===== config.mk =====
export PLATFORM = sky130hd
export DESIGN_NAME = pmra_top
export DESIGN_NICKNAME = d
export VERILOG_FILES = /design/src/verilog/pmra_pkg.sv /design/src/verilog/pmra_top.sv
export VERILOG_INCLUDE_DIRS = /design/src /design/src/verilog
export SDC_FILE = /design/constraint.sdc
export NUM_CORES = 2
export LEC_CHECK = 0
export ABC_AREA = 0
export BUFFER_PORTS_ARGS = -buffer_cell sky130_fd_sc_hd__buf_2
export CAP_MARGIN = 20
export CELL_PAD_IN_SITES_DETAIL_PLACEMENT = 0
export CELL_PAD_IN_SITES_GLOBAL_PLACEMENT = 1
export CORE_ASPECT_RATIO = 0.75
export CORE_MARGIN = 3
export CORE_UTILIZATION = 49
export DETAILED_ROUTE_END_ITERATION = 10
export PLACE_DENSITY = 0.93
export REMOVE_ABC_BUFFERS = 1
export SYNTH_ARGS = -nofsm -noshare
export SYNTH_HDL_FRONTEND = slang
export SYNTH_SLANG_ARGS = --single-unit

===== constraint.sdc =====
create_clock -name aclk -period 23.7 [get_ports aclk]
set_input_delay 4.74 -clock aclk [delete_from_list [all_inputs] [get_ports aclk]]
set_output_delay 4.74 -clock aclk [all_outputs]
set_load 0.05 [all_outputs]

===== src/verilog/pmra_regs.svh =====
// register map, field positions, reset values and constants of the power monitor
`ifndef PMRA_REGS_SVH
`define PMRA_REGS_SVH

// ----------------------------------------------------------------
// register offsets (byte addresses)
// ----------------------------------------------------------------
`define PMRA_A_CFG      8'h00
`define PMRA_A_ADCCFG   8'h04
`define PMRA_A_CAL      8'h08
`define PMRA_A_SOL      8'h0C
`define PMRA_A_BOL      8'h10
`define PMRA_A_PWL      8'h14
`define PMRA_A_ALEN     8'h18
`define PMRA_A_SHUNT    8'h20
`define PMRA_A_BUS      8'h24
`define PMRA_A_TEMP     8'h28
`define PMRA_A_CUR      8'h2C
`define PMRA_A_PWR      8'h30
`define PMRA_A_FLAGS    8'h34
`define PMRA_A_IST      8'h38
`define PMRA_A_ICLR     8'h3C
`define PMRA_A_IEN      8'h40

// ----------------------------------------------------------------
// fields
// ----------------------------------------------------------------
`define PMRA_F_RANGE    0
`define PMRA_F_CNVRSEL  1
`define PMRA_F_AVG      2:0
`define PMRA_F_TCT      5:3
`define PMRA_F_SCT      8:6
`define PMRA_F_BCT      11:9
`define PMRA_F_MODE     13:12
`define PMRA_EV_SHUNT   0
`define PMRA_EV_BUS     1
`define PMRA_EV_PWR     2
`define PMRA_EV_CNVR    3

// ----------------------------------------------------------------
// reset values and constants
// ----------------------------------------------------------------
`define PMRA_CFG_RST    16'h0000
`define PMRA_ADCCFG_RST 16'h3B68
`define PMRA_CAL_RST    16'h0000
`define PMRA_SOL_RST    16'h7FFF
`define PMRA_BOL_RST    16'h7FFF
`define PMRA_PWL_RST    16'hFFFF
`define PMRA_FAST_MARGIN 17'h0_0800
`define PMRA_CUR_SHIFT  11
`define PMRA_PWR_SHIFT  6

`endif


===== src/verilog/pmra_pkg.sv =====
// types shared by the power monitor result and alert logic
package pmra_pkg;

  typedef enum logic [1:0] {
    KIND_SHUNT,
    KIND_BUS,
    KIND_TEMP
  } pmra_kind_t;

  typedef enum logic [1:0] {
    MODE_OFF,
    MODE_SHUNT,
    MODE_BUS,
    MODE_ALL
  } pmra_mode_t;

endpackage


===== src/verilog/pmra_top.sv =====
// result formatting, limit comparison and alert logic of the power monitor
// Function
// - separate shunt/bus conversion times, independent averaging
// - reset: wide range, continuous shunt-bus-temp
// - zero calibration gives zero current and power
// - power step is current step times 0.2
// - shunt limit compared in shunt-voltage steps
// - bus limit uses bus-voltage result steps
// - power limit compares power result bits 23:8
// - limits, configuration, calibration default at power-up
// - signed results, bus and power results never negative
// - alert source: limit event or conversion ready
// - marginal fault alert within 1.5 conversion periods
// - large shunt or bus fault alerts within quarter conversion
//
// Decided for this implementation: the register addresses and the AXI4-Lite slave port.
`timescale 1ns/10ps
`include "pmra_regs.svh"

module pmra_top
  import pmra_pkg::*;
(
  // clock, reset, enable
  input  wire logic        aclk,
  input  wire logic        aresetn,
  input  wire logic        ce,
  // axi4-lite slave
  input  wire logic [7:0]  s_axi_awaddr,
  input  wire logic        s_axi_awvalid,
  output logic             s_axi_awready,
  input  wire logic [31:0] s_axi_wdata,
  input  wire logic [3:0]  s_axi_wstrb,
  input  wire logic        s_axi_wvalid,
  output logic             s_axi_wready,
  output logic [1:0]       s_axi_bresp,
  output logic             s_axi_bvalid,
  input  wire logic        s_axi_bready,
  input  wire logic [7:0]  s_axi_araddr,
  input  wire logic        s_axi_arvalid,
  output logic             s_axi_arready,
  output logic [31:0]      s_axi_rdata,
  output logic [1:0]       s_axi_rresp,
  output logic             s_axi_rvalid,
  input  wire logic        s_axi_rready,
  // converter
  input  wire logic        sample_valid,
  input  wire logic [15:0] sample_data,
  input  wire logic        fast_valid,
  input  wire logic [15:0] fast_data,
  output pmra_kind_t       conv_kind,
  output logic [2:0]       conv_time,
  output logic             conv_run,
  output logic             adc_range,
  // alert and interrupt
  output logic             alert,
  output logic             irq
);

  // ----------------------------------------------------------------
  // registers
  // ----------------------------------------------------------------
  logic [15:0]        cfg_ff, adccfg_ff, cal_ff, sol_ff, bol_ff, pwl_ff;
  logic [2:0]         alen_ff;
  logic [3:0]         ist_ff, ien_ff;
  logic [2:0]         lim_ff;
  logic               cnvr_ff;
  logic [15:0]        shunt_ff, bus_ff, temp_ff, cur_ff;
  logic [23:0]        pwr_ff;
  logic signed [25:0] acc_ff [3];
  logic [9:0]         cnt_ff;
  pmra_kind_t         kind_ff;
  logic               done_ff;
  logic               aw_hold_ff, w_hold_ff;
  logic [7:0]         awaddr_ff, araddr_c;
  logic [31:0]        wdata_ff;
  logic [3:0]         wstrb_ff;
  logic               rd_flags;

  pmra_mode_t         mode;
  pmra_kind_t         last_kind, nxt_kind;
  logic [3:0]         shift;
  logic               fin, wr_go, wr_hit, adc_wr;
  logic signed [25:0] smp_ext, sum_cur;
  logic [31:0]        rd_c;
  logic               rd_hit;

  assign mode    = pmra_mode_t'(adccfg_ff[`PMRA_F_MODE]);
  assign smp_ext = {{10{sample_data[15]}}, sample_data};
  assign sum_cur = acc_ff[kind_ff] + smp_ext;
  assign wr_go   = ce && aw_hold_ff && w_hold_ff && !s_axi_bvalid;
  assign adc_wr  = wr_go && (awaddr_ff == `PMRA_A_ADCCFG);

  // ----------------------------------------------------------------
  // axi write channel
  // ----------------------------------------------------------------
  function automatic logic [15:0] merge(input logic [15:0] old);
    merge[7:0]  = wstrb_ff[0] ? wdata_ff[7:0] : old[7:0];
    merge[15:8] = wstrb_ff[1] ? wdata_ff[15:8] : old[15:8];
  endfunction

  always_ff @(posedge aclk) begin
    if (!aresetn) begin
      aw_hold_ff    <= 1'b0;
      w_hold_ff     <= 1'b0;
      awaddr_ff     <= 8'h00;
      wdata_ff      <= 32'h0000_0000;
      wstrb_ff      <= 4'h0;
      s_axi_awready <= 1'b0;
      s_axi_wready  <= 1'b0;
      s_axi_bvalid  <= 1'b0;
      s_axi_bresp   <= 2'b00;
    end else if (ce) begin
      // ready drops the cycle an item is taken, so one write is held at most
      s_axi_awready <= !aw_hold_ff && !(s_axi_awvalid && s_axi_awready) && !wr_go && !s_axi_bvalid;
      s_axi_wready  <= !w_hold_ff && !(s_axi_wvalid && s_axi_wready) && !wr_go && !s_axi_bvalid;
      if (s_axi_awvalid && s_axi_awready) begin
        aw_hold_ff <= 1'b1;
        awaddr_ff  <= s_axi_awaddr;
      end
      if (s_axi_wvalid && s_axi_wready) begin
        w_hold_ff <= 1'b1;
        wdata_ff  <= s_axi_wdata;
        wstrb_ff  <= s_axi_wstrb;
      end
      if (wr_go) begin
        aw_hold_ff   <= 1'b0;
        w_hold_ff    <= 1'b0;
        s_axi_bvalid <= 1'b1;
        s_axi_bresp  <= wr_hit ? 2'b00 : 2'b10;
      end else if (s_axi_bvalid && s_axi_bready) begin
        s_axi_bvalid <= 1'b0;
      end
    end
  end

  always_comb begin
    case (awaddr_ff)
      `PMRA_A_CFG, `PMRA_A_ADCCFG, `PMRA_A_CAL, `PMRA_A_SOL, `PMRA_A_BOL,
      `PMRA_A_PWL, `PMRA_A_ALEN, `PMRA_A_ICLR, `PMRA_A_IEN: wr_hit = 1'b1;
      default: wr_hit = 1'b0;
    endcase
  end

  // ----------------------------------------------------------------
  // configuration, calibration and limits
  // ----------------------------------------------------------------
  always_ff @(posedge aclk) begin
    if (!aresetn) begin
      cfg_ff    <= `PMRA_CFG_RST;
      adccfg_ff <= `PMRA_ADCCFG_RST;
      cal_ff    <= `PMRA_CAL_RST;
      sol_ff    <= `PMRA_SOL_RST;
      bol_ff    <= `PMRA_BOL_RST;
      pwl_ff    <= `PMRA_PWL_RST;
      alen_ff   <= 3'b000;
      ien_ff    <= 4'h0;
    end else if (wr_go) begin
      case (awaddr_ff)
        `PMRA_A_CFG:    cfg_ff    <= merge(cfg_ff);
        `PMRA_A_ADCCFG: adccfg_ff <= merge(adccfg_ff);
        `PMRA_A_CAL:    cal_ff    <= merge(cal_ff) & 16'h7FFF;
        `PMRA_A_SOL:    sol_ff    <= merge(sol_ff);
        `PMRA_A_BOL:    bol_ff    <= merge(bol_ff) & 16'h7FFF;
        `PMRA_A_PWL:    pwl_ff    <= merge(pwl_ff);
        `PMRA_A_ALEN:   alen_ff   <= wstrb_ff[0] ? wdata_ff[2:0] : alen_ff;
        `PMRA_A_IEN:    ien_ff    <= wstrb_ff[0] ? wdata_ff[3:0] : ien_ff;
        default: ;
      endcase
    end
  end

  // ----------------------------------------------------------------
  // conversion sequence and averaging
  // ----------------------------------------------------------------
  always_comb begin
    case (adccfg_ff[`PMRA_F_AVG])
      3'd0:    shift = 4'd0;
      3'd1:    shift = 4'd2;
      3'd2:    shift = 4'd4;
      3'd3:    shift = 4'd6;
      3'd4:    shift = 4'd7;
      3'd5:    shift = 4'd8;
      3'd6:    shift = 4'd9;
      default: shift = 4'd10;
    endcase
    case (mode)
      MODE_SHUNT: begin
        last_kind = KIND_SHUNT;
        nxt_kind  = KIND_SHUNT;
      end
      MODE_BUS: begin
        last_kind = KIND_BUS;
        nxt_kind  = KIND_BUS;
      end
      default: begin
        last_kind = KIND_TEMP;
        case (kind_ff)
          KIND_SHUNT: nxt_kind = KIND_BUS;
          KIND_BUS:   nxt_kind = KIND_TEMP;
          default:    nxt_kind = KIND_SHUNT;
        endcase
      end
    endcase
  end

  // results latch only when the averaging period closes
  assign fin = ce && conv_run && sample_valid && kind_ff == last_kind
               && cnt_ff == 10'((11'd1 << shift) - 11'd1) && !adc_wr;

  always_ff @(posedge aclk) begin
    if (!aresetn) begin
      // continuous all-channel sequence starts on the shunt
      kind_ff   <= KIND_SHUNT;
      conv_time <= 3'd0;
      conv_run  <= 1'b0;
      adc_range <= 1'b0;
    end else if (ce) begin
      conv_run  <= mode != MODE_OFF;
      // wide shunt range unless software picks narrow
      adc_range <= cfg_ff[`PMRA_F_RANGE];
      if (adc_wr) begin
        kind_ff <= (mode == MODE_BUS) ? KIND_BUS : KIND_SHUNT;
      end else if (conv_run && sample_valid) begin
        kind_ff <= nxt_kind;
      end
      case (kind_ff)
        KIND_SHUNT: conv_time <= adccfg_ff[`PMRA_F_SCT];
        KIND_BUS:   conv_time <= adccfg_ff[`PMRA_F_BCT];
        default:    conv_time <= adccfg_ff[`PMRA_F_TCT];
      endcase
    end
  end
  assign conv_kind = kind_ff;

  // averaging count independent of conversion times
  always_ff @(posedge aclk) begin
    if (!aresetn) begin
      acc_ff <= '{default: 26'sd0};
      cnt_ff <= 10'd0;
    end else if (ce) begin
      // a new setting restarts the average rather than mixing two
      if (adc_wr) begin
        acc_ff <= '{default: 26'sd0};
        cnt_ff <= 10'd0;
      end else if (fin) begin
        acc_ff <= '{default: 26'sd0};
        cnt_ff <= 10'd0;
      end else if (conv_run && sample_valid) begin
        acc_ff[kind_ff] <= sum_cur;
        if (kind_ff == last_kind) begin
          cnt_ff <= cnt_ff + 10'd1;
        end
      end
    end
  end

  // ----------------------------------------------------------------
  // results
  // ----------------------------------------------------------------
  function automatic logic [15:0] avg_of(input logic signed [25:0] a, input logic [3:0] s);
    logic signed [25:0] q;
    q      = a >>> s;
    avg_of = q[15:0];
  endfunction

  logic signed [31:0] cur_prod;
  logic [15:0]        cur_c, cur_mag, bus_avg;
  logic [31:0]        pwr_prod;
  logic [23:0]        pwr_c;

  assign cur_prod = $signed(shunt_ff) * $signed({1'b0, cal_ff[14:0]});
  assign cur_c    = (cal_ff[14:0] == 15'h0000) ? 16'h0000 : cur_prod[`PMRA_CUR_SHIFT+15:`PMRA_CUR_SHIFT];
  assign cur_mag  = cur_c[15] ? 16'(~cur_c + 16'h0001) : cur_c;
  // current*bus/64 gives power steps of 0.2 current steps
  assign pwr_prod = cur_mag * bus_ff;
  assign pwr_c    = (pwr_prod[31:30] != 2'b00) ? 24'hFF_FFFF : pwr_prod[`PMRA_PWR_SHIFT+23:`PMRA_PWR_SHIFT];
  assign bus_avg  = avg_of(kind_ff == KIND_BUS ? sum_cur : acc_ff[KIND_BUS], shift);

  always_ff @(posedge aclk) begin
    if (!aresetn) begin
      shunt_ff <= 16'h0000;
      bus_ff   <= 16'h0000;
      temp_ff  <= 16'h0000;
      cur_ff   <= 16'h0000;
      pwr_ff   <= 24'h00_0000;
      done_ff  <= 1'b0;
    end else if (ce) begin
      done_ff <= fin;
      if (fin) begin
        if (mode != MODE_BUS) begin
          shunt_ff <= avg_of(kind_ff == KIND_SHUNT ? sum_cur : acc_ff[KIND_SHUNT], shift);
        end
        if (mode != MODE_SHUNT) begin
          bus_ff <= bus_avg[15] ? 16'h0000 : bus_avg;
        end
        if (mode == MODE_ALL) begin
          temp_ff <= avg_of(sum_cur, shift);
        end
      end
      if (done_ff) begin
        cur_ff <= cur_c;
        pwr_ff <= pwr_c;
      end
    end
  end

  // ----------------------------------------------------------------
  // limit comparison, status and alert
  // ----------------------------------------------------------------
  logic [2:0] cmp, fast_ev, lim_ev;
  logic [3:0] ev, iclr, nxt_ist;

  // averaged result above limit raises the event
  // shunt limit in raw shunt-voltage steps
  assign cmp[`PMRA_EV_SHUNT] = $signed(shunt_ff) > $signed(sol_ff);
  assign cmp[`PMRA_EV_BUS]   = bus_ff > bol_ff;
  // power limit against power bits 23:8
  assign cmp[`PMRA_EV_PWR]   = pwr_c[23:8] > pwl_ff;

  // large shunt or bus fault trips on a partial conversion; power has no fast trip
  assign fast_ev[`PMRA_EV_SHUNT] = conv_run && fast_valid && kind_ff == KIND_SHUNT
                                   && $signed({fast_data[15], fast_data})
                                      > $signed({sol_ff[15], sol_ff}) + $signed(`PMRA_FAST_MARGIN);
  assign fast_ev[`PMRA_EV_BUS]   = conv_run && fast_valid && kind_ff == KIND_BUS && !fast_data[15]
                                   && {1'b0, fast_data} > {1'b0, bol_ff} + `PMRA_FAST_MARGIN;
  assign fast_ev[`PMRA_EV_PWR]   = 1'b0;

  assign lim_ev  = (done_ff ? cmp : 3'b000) | fast_ev;
  assign ev      = ce ? {done_ff, lim_ev} : 4'h0;
  assign iclr    = (wr_go && awaddr_ff == `PMRA_A_ICLR && wstrb_ff[0]) ? wdata_ff[3:0] : 4'h0;
  // a new event wins over a clear in the same cycle
  assign nxt_ist = (ist_ff & ~iclr) | ev;

  always_ff @(posedge aclk) begin
    if (!aresetn) begin
      lim_ff  <= 3'b000;
      cnvr_ff <= 1'b0;
      ist_ff  <= 4'h0;
      irq     <= 1'b0;
      alert   <= 1'b0;
    end else if (ce) begin
      // marginal fault seen at the next completed conversion
      if (done_ff) begin
        lim_ff <= cmp | fast_ev;
      end else begin
        lim_ff <= lim_ff | fast_ev;
      end
      if (done_ff) begin
        cnvr_ff <= 1'b1;
      end else if (rd_flags) begin
        cnvr_ff <= 1'b0;
      end
      ist_ff <= nxt_ist;
      irq    <= |(nxt_ist & ien_ff);
      // alert follows conversion ready or enabled limits
      if (cfg_ff[`PMRA_F_CNVRSEL]) begin
        alert <= cnvr_ff || done_ff;
      end else begin
        alert <= |(lim_ev & alen_ff) || (!done_ff && |(lim_ff & alen_ff));
      end
    end
  end

  // ----------------------------------------------------------------
  // axi read channel
  // ----------------------------------------------------------------
  always_comb begin
    rd_hit = 1'b1;
    case (s_axi_araddr)
      `PMRA_A_CFG:    rd_c = {16'h0000, cfg_ff};
      `PMRA_A_ADCCFG: rd_c = {16'h0000, adccfg_ff};
      `PMRA_A_CAL:    rd_c = {16'h0000, cal_ff};
      `PMRA_A_SOL:    rd_c = {16'h0000, sol_ff};
      `PMRA_A_BOL:    rd_c = {16'h0000, bol_ff};
      `PMRA_A_PWL:    rd_c = {16'h0000, pwl_ff};
      `PMRA_A_ALEN:   rd_c = {29'h0000_0000, alen_ff};
      `PMRA_A_SHUNT:  rd_c = {{16{shunt_ff[15]}}, shunt_ff};
      `PMRA_A_BUS:    rd_c = {16'h0000, bus_ff};
      `PMRA_A_TEMP:   rd_c = {{16{temp_ff[15]}}, temp_ff};
      `PMRA_A_CUR:    rd_c = {{16{cur_ff[15]}}, cur_ff};
      `PMRA_A_PWR:    rd_c = {8'h00, pwr_ff};
      `PMRA_A_FLAGS:  rd_c = {28'h000_0000, cnvr_ff, lim_ff};
      `PMRA_A_IST:    rd_c = {28'h000_0000, ist_ff};
      `PMRA_A_ICLR:   rd_c = 32'h0000_0000;
      `PMRA_A_IEN:    rd_c = {28'h000_0000, ien_ff};
      default: begin
        rd_c   = 32'h0000_0000;
        rd_hit = 1'b0;
      end
    endcase
  end
  assign araddr_c = s_axi_araddr;
  // reading the live flags acknowledges conversion ready
  assign rd_flags = s_axi_arvalid && s_axi_arready && araddr_c == `PMRA_A_FLAGS;

  always_ff @(posedge aclk) begin
    if (!aresetn) begin
      s_axi_arready <= 1'b0;
      s_axi_rvalid  <= 1'b0;
      s_axi_rdata   <= 32'h0000_0000;
      s_axi_rresp   <= 2'b00;
    end else if (ce) begin
      if (s_axi_arvalid && s_axi_arready) begin
        s_axi_arready <= 1'b0;
        s_axi_rvalid  <= 1'b1;
        s_axi_rdata   <= rd_c;
        s_axi_rresp   <= rd_hit ? 2'b00 : 2'b10;
      end else if (s_axi_rvalid && s_axi_rready) begin
        s_axi_rvalid  <= 1'b0;
        s_axi_arready <= 1'b1;
      end else if (!s_axi_rvalid) begin
        s_axi_arready <= 1'b1;
      end
    end
  end

endmodule // pmra_top


==> run summary <==
WL/cell - 21.9 um
Reg2reg end - irq
Clock latency on the worst-skew pair - 0.58 ns
CTS resizes - 0
Reg with most FFs - acc_ff
H-Tree Depth - 2
Vias/cell - 5.98
RR Startpoint - cal_ff[2]
Vias in the first global route - 33500
Syn Std Cell Area - 38200 sq um
First-pass DRT Iterations - 7
Reg2Reg Setup Slack - 5.87 ns
Critical path class - flop to flop
Die area - 81500 sq um
Die width - 329 um
Total congestion overflow - 0
GRT Total Usage - 0.308
Antenna violations before repair - 8
Num CTS Buffers - 41
Type of the tightest min-delay check - flop to flop
Actual slew at the worst max-slew pin - 1.17 ns
Num rows - 88
Max Root-Sink Buffers - 3
Synth top area share - 0.203
Post-synthesis sequential area ratio - 0.185
Top flop regs - acc_ff (78), s_axi_rdata (25), pwr_ff (24)
Most frequent cells in the layout - 751 x nand2_1, 550 x inv_1, 388 x fa_1
Post-synthesis compound-gate area fraction - 0.169
Placed cells - 5707
Core Region - 77100 sq um
Adder and majority gate portion of the synthesized area - 0.299
Post-synth top area cell - fa_1
RePlAce Congestion - 1.01
Hold wc startpoint - acc_ff[22]
Area Overhead vs Synth - 7.95%
CTS root buf - clkbuf_16
Async set or reset register ratio after synthesis - 0
Mapped Avg Cell Area - 8.09 sq um
Commonest non-fill, non-tap cell in the layout - nand2_1
VDD IR max - 52.3 uV
DPL Wire Length - 97900 um
Setup Skew - 0.0277 ns
Setup WS pre-CTS - 6.41 ns
Slew margin rel. - 0.221
Die span in y - 248 um
Flip-flop and latch count after synthesis - 354
Post-synthesis simple-gate area fraction - 0.192
Max reg flops - 78
Power Density - 33.8 nW/um^2
Max Fclk - 56.1 MHz
Setup_tns - 0 ns
Setup crit start kind - flop
Starting Density - 0.496
Fin crit share - 0.752
Detail Route Antenna Nets - 0
Slowest cell delay on critical path - 1.09 ns
Most frequent CP cell - fa_1
Largest net degree at the start of global routing - 80
Top Ports - 144
WL final - 127000 um
Post-CTS Hold Fix Bufs - 0
Final std cells w/o fill - 5789
Mux contribution to synthesized area - 0.0458
Clock-pin slew on the worst setup and hold paths - 0.06 ns
Crit-path slowest cell - dfxtp_1
Violation count after the first detailed-route iteration - 3719
Post-synth cell types - 96
Post-synthesis cell count - 4730
Required @ worst endpoint - 24.16 ns
Fin nets - 5491
Status - finished clean
Static leakage - 19.5 nW
CTS tree - yes
Final Hold Vio Count - 0
Total power draw - 1.40 mW
Hold Path Sink - acc_ff[22]
Dominant cells by area after synthesis - fa_1 20%, dfxtp_1 19%, ha_1 9.6%
Top_reg_cell synth - dfxtp_1
Number of remaining DRC errors - 0
Setup WS post-layout - 5.87 ns
Setup crit end kind - flop
Max cap viols - 0
Clk sinks - 354
Worst Path Arrival - 18.30 ns
Post-CTS repair timing setup buffer count - 0
RSZ-0062 raised after global routing - no
Port bufs - 123
Main combinational cell family by area after synthesis - adder cells
Share of layout cells above drive strength 1 - 0.0824
Util after Layout - 0.536
Yosys warnings - 0
Min Clock Period, post-route - 17.83 ns
Final setup viols - 0
Hold Path Depth - 2
First-pass GRT wire length - 196000 um
Crit Path Max Fanout - 19
Vias - 34600
Number of synthesized flops with an enable pin - 0
Pins Over Slew Limit - 0
Cells on worst reg2reg path - 60
Synth Area in XOR/XNOR - 0.0250
power breakdown:
part	switching [mW]	total [mW]	internal, mW
combinational	0.0943	0.137	0.0422
sequential	0.00602	0.605	0.599
clock	0.275	0.654	0.380
total	0.375	1.40	1.02
worst max-delay path by stage:
stage,slack [ns],end,depth (start not counted),from
global route,4.90,irq,60,cal_ff[2]
detailed placement,6.41,irq,59,cal_ff[2]
CTS,6.34,irq,59,cal_ff[2]
floorplan,9.18,irq,59,cal_ff[1]
finish,5.87,irq,60,cal_ff[2]
global placement,6.41,irq,59,cal_ff[2]
metrics by stage:
step           hold WS, ns  area (sq um)
6_report             0.451         41300
3_3_place_gp         0.438         39900
2_1_floorplan        0.431         37100
5_1_grt              0.472         41300
4_1_cts              0.453         41300
3_5_place_dp         0.445         39900
cell usage after synthesis (25+ instances only):
cell type and count:
a211oi_1 31, a21o_1 62, a21oi_1 294, a221oi_1 31
a22o_1 25, a22oi_1 91, a31oi_1 48, and2_1 253
and3_1 30, clkbuf_1 231, dfxtp_1 354, fa_1 388
ha_1 294, inv_1 551, mux2i_1 140, nand2_1 751
nand2b_1 25, nand3_1 76, nand4_1 41, nor2_1 301
nor2b_1 25, nor3_1 51, o211ai_1 25, o21a_1 31
o21ai_0 188, xnor2_1 73, xor2_1 31
final cells by class:
class                   instances  area (sq um)
inverters                     553          2080
clock buffers                  55          1160
clock inverters                20           210
repair buffers                219          1340
flip-flops and latches        354          7090
well taps                    1035          1290
multi-input cells            3546         28100
fillers                      7291         35800
diodes                          7          17.5
critical path, delay by kind of cell, from the launching register on:
kind / cells / cell delay [ns]
adders and majority gates: 15 / 7.11
DFF: 1 / 1.09
buffers and inverters: 7 / 0.87
AOI/OAI and AO/OA: 23 / 5.20
and+or+nand+nor: 14 / 2.61
xor gates and xnor gates: 1 / 0.80
cell families (layout without fill, tap and decap cells):
| kind of cell | Yosys count | in the layout |
|---|---|---|
| other | 2 | 10 |
| AO/OA/AOI/OAI | 981 | 981 |
| flip-flops | 354 | 354 |
| adder cells (fa/ha/maj) | 682 | 682 |
| AND/OR/NAND/NOR | 1612 | 1612 |
| multiplexers | 162 | 162 |
| XOR/XNOR | 106 | 106 |
| buffers and inverters | 831 | 847 |
routing by layer:
| layer | track usage | part of all wire |
|---|---|---|
| met5 | 0.0118 | 0.00061 |
| met3 | 0.0895 | 0.12 |
| met2 | 0.428 | 0.40 |
| met4 | 0.0974 | 0.036 |
| met1 | 0.456 | 0.45 |
Note: power is estimated with default switching activity, not from simulation.
